$ cat config.mk
export PLATFORM = sky130hd
export DESIGN_NAME = pcsmr_regs
export DESIGN_NICKNAME = d
export VERILOG_FILES = /design/src/logic/pcsmr_pkg.sv /design/src/logic/pcsmr_mdio_slave.sv /design/src/logic/pcsmr_regs.sv
export SDC_FILE = /design/constraint.sdc
export NUM_CORES = 1
export LEC_CHECK = 0
export ABC_AREA = 0
export ABC_CLOCK_PERIOD_IN_PS = 3800
export BUFFER_PORTS_ARGS = -buffer_cell sky130_fd_sc_hd__buf_2
export CORE_MARGIN = 1.5
export CORE_UTILIZATION = 40
export CTS_CLUSTER_SIZE = 14
export DETAILED_ROUTE_END_ITERATION = 10
export GPL_ROUTABILITY_DRIVEN = 0
export PLACE_DENSITY = 0.6
export SETUP_SLACK_MARGIN = 0.1
export SYNTH_ARGS = -nofsm -noshare
export SYNTH_HDL_FRONTEND = slang
export SYNTH_HIERARCHICAL = 1
export SYNTH_SLANG_ARGS = --single-unit
$ cat constraint.sdc
create_clock -name ref_clk -period 3.8 [get_ports ref_clk]
set_clock_uncertainty 0.15 [all_clocks]
set_input_delay 0.76 -clock ref_clk [delete_from_list [all_inputs] [get_ports ref_clk]]
set_output_delay 0.76 -clock ref_clk [all_outputs]
set_load 0.005 [all_outputs]
$ cat src/logic/pcsmr_pkg.sv
// Package of constants and carrier types for the PCS management registers.
package pcsmr_pkg;

  // --------------------------------------------------------------------
  // Register addresses
  // --------------------------------------------------------------------
  localparam logic [4:0] REG_CONTROL = 5'h00;
  localparam logic [4:0] REG_STATUS = 5'h01;

  // --------------------------------------------------------------------
  // Control register field positions
  // --------------------------------------------------------------------
  localparam int CTL_RESET_BIT = 15;
  localparam int CTL_LOOP_BIT = 14;
  localparam int CTL_SPD_LSB_BIT = 13;
  localparam int CTL_AN_EN_BIT = 12;
  localparam int CTL_PDOWN_BIT = 11;
  localparam int CTL_ISO_BIT = 10;
  localparam int CTL_AN_RST_BIT = 9;
  localparam int CTL_DUPLEX_BIT = 8;
  localparam int CTL_COLT_BIT = 7;
  localparam int CTL_SPD_MSB_BIT = 6;
  localparam int CTL_UNIDIR_BIT = 5;

  // Status register field positions.
  localparam int STS_LINK_BIT = 2;

  // Constant read values: duplex and speed MSB in control; extended
  // status, unidirectional, preamble suppression and AN complete in status.
  localparam logic [15:0] CTL_FIXED = 16'h0140;
  localparam logic [15:0] STS_FIXED = 16'h01e0;
  localparam logic [15:0] CTL_RO_MASK = 16'ha1df;
  localparam logic [15:0] STS_RO_MASK = 16'hfffb;

  // --------------------------------------------------------------------
  // Reset values
  // --------------------------------------------------------------------
  localparam logic LOOP_RST = 1'h0;
  localparam logic AN_EN_RST = 1'h1;
  localparam logic PDOWN_RST = 1'h0;
  localparam logic ISO_RST = 1'h1;
  localparam logic AN_RST_RST = 1'h0;
  localparam logic UNIDIR_RST = 1'h0;
  localparam logic LINK_RST = 1'h0;

  // --------------------------------------------------------------------
  // Management frame layout
  // --------------------------------------------------------------------
  localparam logic [1:0] MF_START = 2'h1;
  localparam logic [1:0] MF_OP_READ = 2'h2;
  localparam logic [1:0] MF_OP_WRITE = 2'h1;
  localparam logic [4:0] MF_REGAD_LAST = 5'h0d;
  localparam logic [4:0] MF_TA_FIRST = 5'h0e;
  localparam logic [4:0] MF_DATA_LAST = 5'h1e;
  localparam logic [4:0] MF_FRAME_LAST = 5'h1f;

  // --------------------------------------------------------------------
  // Carrier types
  // --------------------------------------------------------------------
  typedef struct packed {
    logic loopback;
    logic an_enable;
    logic power_down;
    logic isolate;
    logic an_restart;
    logic unidir;
  } pcsmr_ctrl_type;

  localparam pcsmr_ctrl_type CTRL_RESET = '{
    loopback: LOOP_RST, an_enable: AN_EN_RST, power_down: PDOWN_RST,
    isolate: ISO_RST, an_restart: AN_RST_RST, unidir: UNIDIR_RST};

  typedef struct packed {
    logic rd;
    logic wr;
    logic [4:0] addr;
    logic [15:0] wdata;
  } pcsmr_req_type;

  typedef enum logic [0:0] {
    MF_IDLE = 1'b0,
    MF_FRAME = 1'b1
  } pcsmr_mf_state_type;

endpackage

$ cat src/logic/pcsmr_mdio_slave.sv
// Serial management interface slave that turns frames into requests.
`timescale 1ns/1ns
module pcsmr_mdio_slave (
  input wire logic ref_clk,
  input wire logic rstn,
  input wire logic mdc,
  input wire logic mdio_in,
  input wire logic [4:0] phy_addr,
  input wire logic [15:0] rd_data,
  output pcsmr_pkg::pcsmr_req_type req,
  output logic mdio_out,
  output logic mdio_oe
);
  import pcsmr_pkg::*;

  // --------------------------------------------------------------------
  // Pin synchronisers
  // --------------------------------------------------------------------
  logic mdc_meta_ff, mdc_sync_ff, mdc_prev_ff;
  logic mdio_meta_ff, mdio_sync_ff;
  logic [4:0] pad_meta_ff, pad_sync_ff;

  always_ff @(posedge ref_clk or negedge rstn) begin
    if (!rstn) begin
      mdc_meta_ff <= 1'h0;
      mdc_sync_ff <= 1'h0;
      mdc_prev_ff <= 1'h0;
      mdio_meta_ff <= 1'h1;
      mdio_sync_ff <= 1'h1;
      pad_meta_ff <= 5'h00;
      pad_sync_ff <= 5'h00;
    end else begin
      mdc_meta_ff <= mdc;
      mdc_sync_ff <= mdc_meta_ff;
      mdc_prev_ff <= mdc_sync_ff;
      mdio_meta_ff <= mdio_in;
      mdio_sync_ff <= mdio_meta_ff;
      pad_meta_ff <= phy_addr;
      pad_sync_ff <= pad_meta_ff;
    end
  end

  // --------------------------------------------------------------------
  // Frame engine
  // --------------------------------------------------------------------
  // The clock is oversampled, so the management clock must stay well below
  // a quarter of the core clock for edges to be seen.
  pcsmr_mf_state_type state_ff, nxt_state;
  logic [4:0] cnt_ff, nxt_cnt;
  logic [15:0] shift_ff, nxt_shift;
  logic [13:0] hdr_ff, nxt_hdr;
  logic [15:0] out_ff, nxt_out;
  logic rd_act_ff, nxt_rd_act;
  logic mdio_out_ff, nxt_mdio_out;
  logic mdio_oe_ff, nxt_mdio_oe;
  pcsmr_req_type req_ff, nxt_req;
  logic edge_seen;
  logic [13:0] hdr_now;

  assign edge_seen = mdc_sync_ff & ~mdc_prev_ff;
  assign hdr_now = {shift_ff[12:0], mdio_sync_ff};

  always_comb begin
    nxt_state = state_ff;
    nxt_cnt = cnt_ff;
    nxt_shift = shift_ff;
    nxt_hdr = hdr_ff;
    nxt_out = out_ff;
    nxt_rd_act = rd_act_ff;
    nxt_mdio_out = mdio_out_ff;
    nxt_mdio_oe = mdio_oe_ff;
    nxt_req = '0;
    if (edge_seen) begin
      nxt_shift = {shift_ff[14:0], mdio_sync_ff};
      unique case (state_ff)
        MF_IDLE: begin
          // No preamble is demanded: the first zero bit starts a frame.
          if (!mdio_sync_ff) begin
            nxt_state = MF_FRAME;
            nxt_cnt = 5'h01;
            nxt_rd_act = 1'h0;
          end
        end
        MF_FRAME: begin
          nxt_cnt = cnt_ff + 5'h01;
          if (cnt_ff == MF_REGAD_LAST) begin
            nxt_hdr = hdr_now;
            if (hdr_now[13:12] == MF_START && hdr_now[11:10] == MF_OP_READ
                && hdr_now[9:5] == pad_sync_ff) begin
              nxt_rd_act = 1'h1;
              nxt_req.rd = 1'h1;
              nxt_req.addr = hdr_now[4:0];
            end
          end
          if (rd_act_ff && cnt_ff == MF_TA_FIRST) begin
            nxt_mdio_out = 1'h0;
            nxt_mdio_oe = 1'h1;
            nxt_out = rd_data;
          end
          if (rd_act_ff && cnt_ff > MF_TA_FIRST && cnt_ff <= MF_DATA_LAST)
          begin
            nxt_mdio_out = out_ff[15];
            nxt_out = {out_ff[14:0], 1'h0};
          end
          if (cnt_ff == MF_FRAME_LAST) begin
            nxt_state = MF_IDLE;
            nxt_mdio_oe = 1'h0;
            nxt_mdio_out = 1'h0;
            nxt_rd_act = 1'h0;
            if (hdr_ff[13:12] == MF_START && hdr_ff[11:10] == MF_OP_WRITE
                && hdr_ff[9:5] == pad_sync_ff) begin
              nxt_req.wr = 1'h1;
              nxt_req.addr = hdr_ff[4:0];
              nxt_req.wdata = {shift_ff[14:0], mdio_sync_ff};
            end
          end
        end
      endcase
    end
  end

  always_ff @(posedge ref_clk or negedge rstn) begin
    if (!rstn) begin
      state_ff <= MF_IDLE;
      cnt_ff <= 5'h00;
      shift_ff <= 16'h0000;
      hdr_ff <= 14'h0000;
      out_ff <= 16'h0000;
      rd_act_ff <= 1'h0;
      mdio_out_ff <= 1'h0;
      mdio_oe_ff <= 1'h0;
      req_ff <= '0;
    end else begin
      state_ff <= nxt_state;
      cnt_ff <= nxt_cnt;
      shift_ff <= nxt_shift;
      hdr_ff <= nxt_hdr;
      out_ff <= nxt_out;
      rd_act_ff <= nxt_rd_act;
      mdio_out_ff <= nxt_mdio_out;
      mdio_oe_ff <= nxt_mdio_oe;
      req_ff <= nxt_req;
    end
  end

  assign req = req_ff;
  assign mdio_out = mdio_out_ff;
  assign mdio_oe = mdio_oe_ff;

endmodule

$ cat src/logic/pcsmr_regs.sv
// Management control and status registers of a 1000BASE-X PCS.
// Functional notes
// - Writing one to the reset bit resets the PCS; the bit self-clears.
// - Loopback bit loops transmit to receive inside the transceiver build.
// - In the ten-bit build the loopback bit drives the wrap request out.
// - Speed bits read constant: low bit zero, high bit one, 1000 Mb/s.
// - Negotiation enable and restart bits are read/write, with no effect.
// - Transceiver power-down is set by writing; only a reset clears it.
// - In the ten-bit build the power-down bit is stored without effect.
// - Isolate bit, default one, isolates the PHY from the GMII.
// - Duplex bit reads one; collision test bit reads zero.
// - Unidirectional bit, reset zero, transmits regardless of receive.
// - Control bits four to zero read zero; writes to them are dropped.
// - Status bits fifteen to nine read zero.
// - Extended status indication bit reads one.
// - Unidirectional ability bit reads one; writes ignored.
// - Preamble suppression bit reads one.
// - Negotiation complete reads one; remote fault and ability read zero.
// - Link status latches low on link loss; a read reloads it.
// - Link status one means link held valid since the last read.
// - Jabber detect and extended capability bits read zero.
// - Undefined addresses read zero and ignore writes.
// - Reset input, clock manager lock loss and soft reset restore defaults.
`timescale 1ns/1ns
module pcsmr_regs #(
  parameter bit USE_XCVR = 1'b1
) (
  input wire logic ref_clk,
  input wire logic rstn,
  input wire logic clock_manager_locked,
  input wire logic link_ok,
  input wire logic mdc,
  input wire logic mdio_in,
  input wire logic [4:0] phy_addr,
  output logic mdio_out,
  output logic mdio_oe,
  output logic pcs_reset,
  output logic loopback_internal,
  output logic ewrap,
  output logic xcvr_powerdown,
  output logic isolate,
  output logic unidir_enable
);
  import pcsmr_pkg::*;

  // --------------------------------------------------------------------
  // Management frame slave
  // --------------------------------------------------------------------
  pcsmr_req_type req;
  logic [15:0] rd_data_ff, nxt_rd_data;

  pcsmr_mdio_slave pcsmr_mdio_slave_i (
    .ref_clk(ref_clk),
    .rstn(rstn),
    .mdc(mdc),
    .mdio_in(mdio_in),
    .phy_addr(phy_addr),
    .rd_data(rd_data_ff),
    .req(req),
    .mdio_out(mdio_out),
    .mdio_oe(mdio_oe)
  );

  // --------------------------------------------------------------------
  // Lock synchroniser
  // --------------------------------------------------------------------
  logic lock_meta_ff, lock_sync_ff;

  always_ff @(posedge ref_clk or negedge rstn) begin
    if (!rstn) begin
      lock_meta_ff <= 1'h0;
      lock_sync_ff <= 1'h0;
    end else begin
      lock_meta_ff <= clock_manager_locked;
      lock_sync_ff <= lock_meta_ff;
    end
  end

  // --------------------------------------------------------------------
  // Control register
  // --------------------------------------------------------------------
  pcsmr_ctrl_type ctrl_ff, nxt_ctrl;
  logic pcs_reset_ff, nxt_pcs_reset;
  logic wr_ctrl, rd_status, soft_reset, clear_all;

  assign wr_ctrl = req.wr && (req.addr == REG_CONTROL);
  assign rd_status = req.rd && (req.addr == REG_STATUS);
  assign soft_reset = wr_ctrl && req.wdata[CTL_RESET_BIT];
  assign clear_all = !lock_sync_ff || soft_reset;

  always_comb begin
    nxt_ctrl = ctrl_ff;
    nxt_pcs_reset = 1'h0;
    if (clear_all) begin
      // The reset bit is never stored, so it reads back zero.
      nxt_ctrl = CTRL_RESET;
      nxt_pcs_reset = 1'h1;
    end else if (wr_ctrl) begin
      nxt_ctrl.loopback = req.wdata[CTL_LOOP_BIT];
      nxt_ctrl.an_enable = req.wdata[CTL_AN_EN_BIT];
      nxt_ctrl.an_restart = req.wdata[CTL_AN_RST_BIT];
      // A written zero cannot lift power-down; only a reset does.
      nxt_ctrl.power_down = ctrl_ff.power_down |
                            req.wdata[CTL_PDOWN_BIT];
      nxt_ctrl.isolate = req.wdata[CTL_ISO_BIT];
      nxt_ctrl.unidir = req.wdata[CTL_UNIDIR_BIT];
    end
  end

  always_ff @(posedge ref_clk or negedge rstn) begin
    if (!rstn) begin
      ctrl_ff <= CTRL_RESET;
      pcs_reset_ff <= 1'h1;
    end else begin
      ctrl_ff <= nxt_ctrl;
      pcs_reset_ff <= nxt_pcs_reset;
    end
  end

  // --------------------------------------------------------------------
  // Latched link status
  // --------------------------------------------------------------------
  logic link_latch_ff, nxt_link_latch;

  always_comb begin
    // A loss in the same cycle as a read is kept, since the reload takes
    // the present link value.
    nxt_link_latch = link_latch_ff & link_ok;
    if (rd_status) begin
      nxt_link_latch = link_ok;
    end
    if (clear_all) begin
      nxt_link_latch = LINK_RST;
    end
  end

  always_ff @(posedge ref_clk or negedge rstn) begin
    if (!rstn) begin
      link_latch_ff <= LINK_RST;
    end else begin
      link_latch_ff <= nxt_link_latch;
    end
  end

  // --------------------------------------------------------------------
  // Read data
  // --------------------------------------------------------------------
  logic [15:0] ctl_word, sts_word;

  always_comb begin
    // Constant fields come only from the fixed words, so writes to them
    // are lost by construction.
    ctl_word = CTL_FIXED;
    ctl_word[CTL_LOOP_BIT] = ctrl_ff.loopback;
    ctl_word[CTL_AN_EN_BIT] = ctrl_ff.an_enable;
    ctl_word[CTL_PDOWN_BIT] = ctrl_ff.power_down;
    ctl_word[CTL_ISO_BIT] = ctrl_ff.isolate;
    ctl_word[CTL_AN_RST_BIT] = ctrl_ff.an_restart;
    ctl_word[CTL_UNIDIR_BIT] = ctrl_ff.unidir;
    sts_word = STS_FIXED;
    sts_word[STS_LINK_BIT] = link_latch_ff;
    nxt_rd_data = rd_data_ff;
    if (req.rd) begin
      unique case (req.addr)
        REG_CONTROL: nxt_rd_data = ctl_word;
        REG_STATUS: nxt_rd_data = sts_word;
        default: nxt_rd_data = 16'h0000;
      endcase
    end
  end

  always_ff @(posedge ref_clk or negedge rstn) begin
    if (!rstn) begin
      rd_data_ff <= 16'h0000;
    end else begin
      rd_data_ff <= nxt_rd_data;
    end
  end

  // --------------------------------------------------------------------
  // Outputs
  // --------------------------------------------------------------------
  // The build choice only steers which flip-flop reaches which pin.
  assign pcs_reset = pcs_reset_ff;
  assign loopback_internal = USE_XCVR ? ctrl_ff.loopback : 1'b0;
  assign ewrap = USE_XCVR ? 1'b0 : ctrl_ff.loopback;
  assign xcvr_powerdown = USE_XCVR ? ctrl_ff.power_down : 1'b0;
  assign isolate = ctrl_ff.isolate;
  assign unidir_enable = ctrl_ff.unidir;
endmodule

==> reports/metrics.csv <==
metric;value;unit
finalSetupViolCount;0;
fp.dieW;111;um
io_buffers;17;
drc_errors;0;
max_freq;0.357;GHz
overflow;0;
seqCellArea;2560;um2
clk_pin_slew;0.07;ns
cts_resized;0;
rsz0062_at_grt;false;
postCtsSetupRepairBufs;0;
tns;0;ns
fin_crit_sh;73.7;%
grt_pass1_wl;15900;um
status;finished clean;
numCtsBuffers;9;
multi_input_area;1940;um2
grt_pass1_vias;3098;
netlist_area;4630;um2
grtUsageTotal;16.2;%
fillers;1033;
initial_core_util;40.8;%
htreeDepth;3;
period_minus_slack;2.80;ns
via_per_inst;5.37;
drive_above_1_share;17.1;%
leakage;2.47;nW
ios;19;
antenna_found_initial;0;
worstSkewPairLatency;0.34;ns
min-delay-path-class;reg2reg;
rows;39;
hold_buffers;0;
power.total;2.93;mW
slew_headroom;28.2;%
tightest_slew;1.08;ns
path_class;reg2reg;
worstPathRequired;3.88;ns
finalHoldViolations;0;
clockBufferDepth;2;
vias;3126;
synth_cells;411;
wl_per_cell;15.8;um
nNetsFinal;449;
ys_warn_count;6;
tritoncts;built;
dp_hpwl;5890;um
ir_drop;0.000278;V
cp_max_fo;18;
power-per-cell-area;570;nW/um2
die-height;111;um
cts_sinks;102;
drt_iter0_markers;280;
maxCapViolCount;0;
root_buffer;clkbuf_16;
syn_area_per_cell;11.3;um2
grt_max_degree;89;
worst-endpoint-arrival;2.88;ns
firstDrtPassIters;4;
ant_nets;0;
dieArea;12200;um2
slew_violations;0;
synthToLayoutAreaGrowth;11.0;%
n_antenna_cell;0;
totalWireLength;9170;um
end_kind;register;
core_area;11400;um2
cp-start-kind;register;
through the flow:
step           util (%)  hold WS [ns]  worst slack, ns  area [um2]  std cells
2_1_floorplan         -         0.181             1.78        4690        427
3_3_place_gp       42.5         0.182             1.11        4840        566
3_5_place_dp       42.5         0.186             1.03        4840        566
4_1_cts            45.2         0.203             1.03        5140        582
5_1_grt            45.2         0.204            0.814        5140        582
6_report           45.2         0.200             1.00        5140        582
cell type report:
type,instances,area share [%]
clock buffer,11,4.72
clock inverter,5,1.24
inverter,6,0.438
multi-input combinational,291,37.6
sequential,102,49.8
tap,143,3.48
timing repair buffer,24,2.73
registers in the layout, summed over array words and instances, names as in the netlist, 2 cells and up:
signal,count
pcsmr_mdio_slave_i/out_ff,16
pcsmr_mdio_slave_i/shift_ff,15
pcsmr_mdio_slave_i/hdr_ff,14
pcsmr_mdio_slave_i/req,14
rd_data_ff,9
pcsmr_mdio_slave_i/cnt_ff,5
pcsmr_mdio_slave_i/pad_meta_ff,5
pcsmr_mdio_slave_i/pad_sync_ff,5
ctl_word,2
metal layers:
layer / wire (um) / vias up / GRT usage (%)
li1: - / 1519 / -
met1: 4330 / 1555 / 21.5
met2: 4470 / 43 / 26.0
met3: 281 / 9 / 3.62
met4: 93 / 0 / 5.90
met5: 0 / - / 0
where the power goes:
part	switching, mW	total [mW]	leakage [nW]	internal [mW]
combinational	0.380	0.667	0.988	0.287
clock	0.401	0.935	0.147	0.535
sequential	0.120	1.33	1.34	1.21
total	0.901	2.93	2.47	2.03
cell usage in the layout (no fill, tap or decap), types with 6 or more instances in the layout:
| cell | n |
|---|---|
| a2111oi_2 | 9 |
| a21o_1 | 16 |
| a21oi_1 | 6 |
| a22o_1 | 10 |
| and3_1 | 10 |
| buf_2 | 16 |
| buf_4 | 8 |
| clkbuf_16 | 9 |
| conb_1 | 17 |
| dfrtp_1 | 97 |
| mux2_2 | 15 |
| nand2_1 | 65 |
| nor2_1 | 35 |
| o21ai_0 | 6 |
| o22ai_1 | 15 |
| o32a_1 | 15 |
| xnor2_1 | 8 |
worst max-delay path: stages (launching register included):
cell and delay (ns):
dfrtp_1 0.50, nand4_2 0.50, mux2_2 0.50, o211ai_4 0.41
buf_4 0.35, a2111oi_0 0.09, a21o_1 0.18
final timing paths:
kind | startpoint | endpoint | slack (ns) | cells after the start
max reg2reg | pcsmr_mdio_slave_i/cnt_ff[2] | pcsmr_mdio_slave_i/out_ff[5] | 1.0 | 6
max | pcsmr_mdio_slave_i/cnt_ff[2] | pcsmr_mdio_slave_i/out_ff[5] | 1.0 | 6
min reg2reg | pcsmr_mdio_slave_i/pad_meta_ff[3] | pcsmr_mdio_slave_i/pad_sync_ff[3] | 0.20 | 0
min | pcsmr_mdio_slave_i/pad_meta_ff[3] | pcsmr_mdio_slave_i/pad_sync_ff[3] | 0.20 | 0
min in group asynchronous | rstn | rd_data_ff[11] | 0.46 | 1
max in group asynchronous | rstn | pcsmr_mdio_slave_i/hdr_ff[10] | 2.23 | 2
Note: power is estimated with default switching activity, not from simulation.
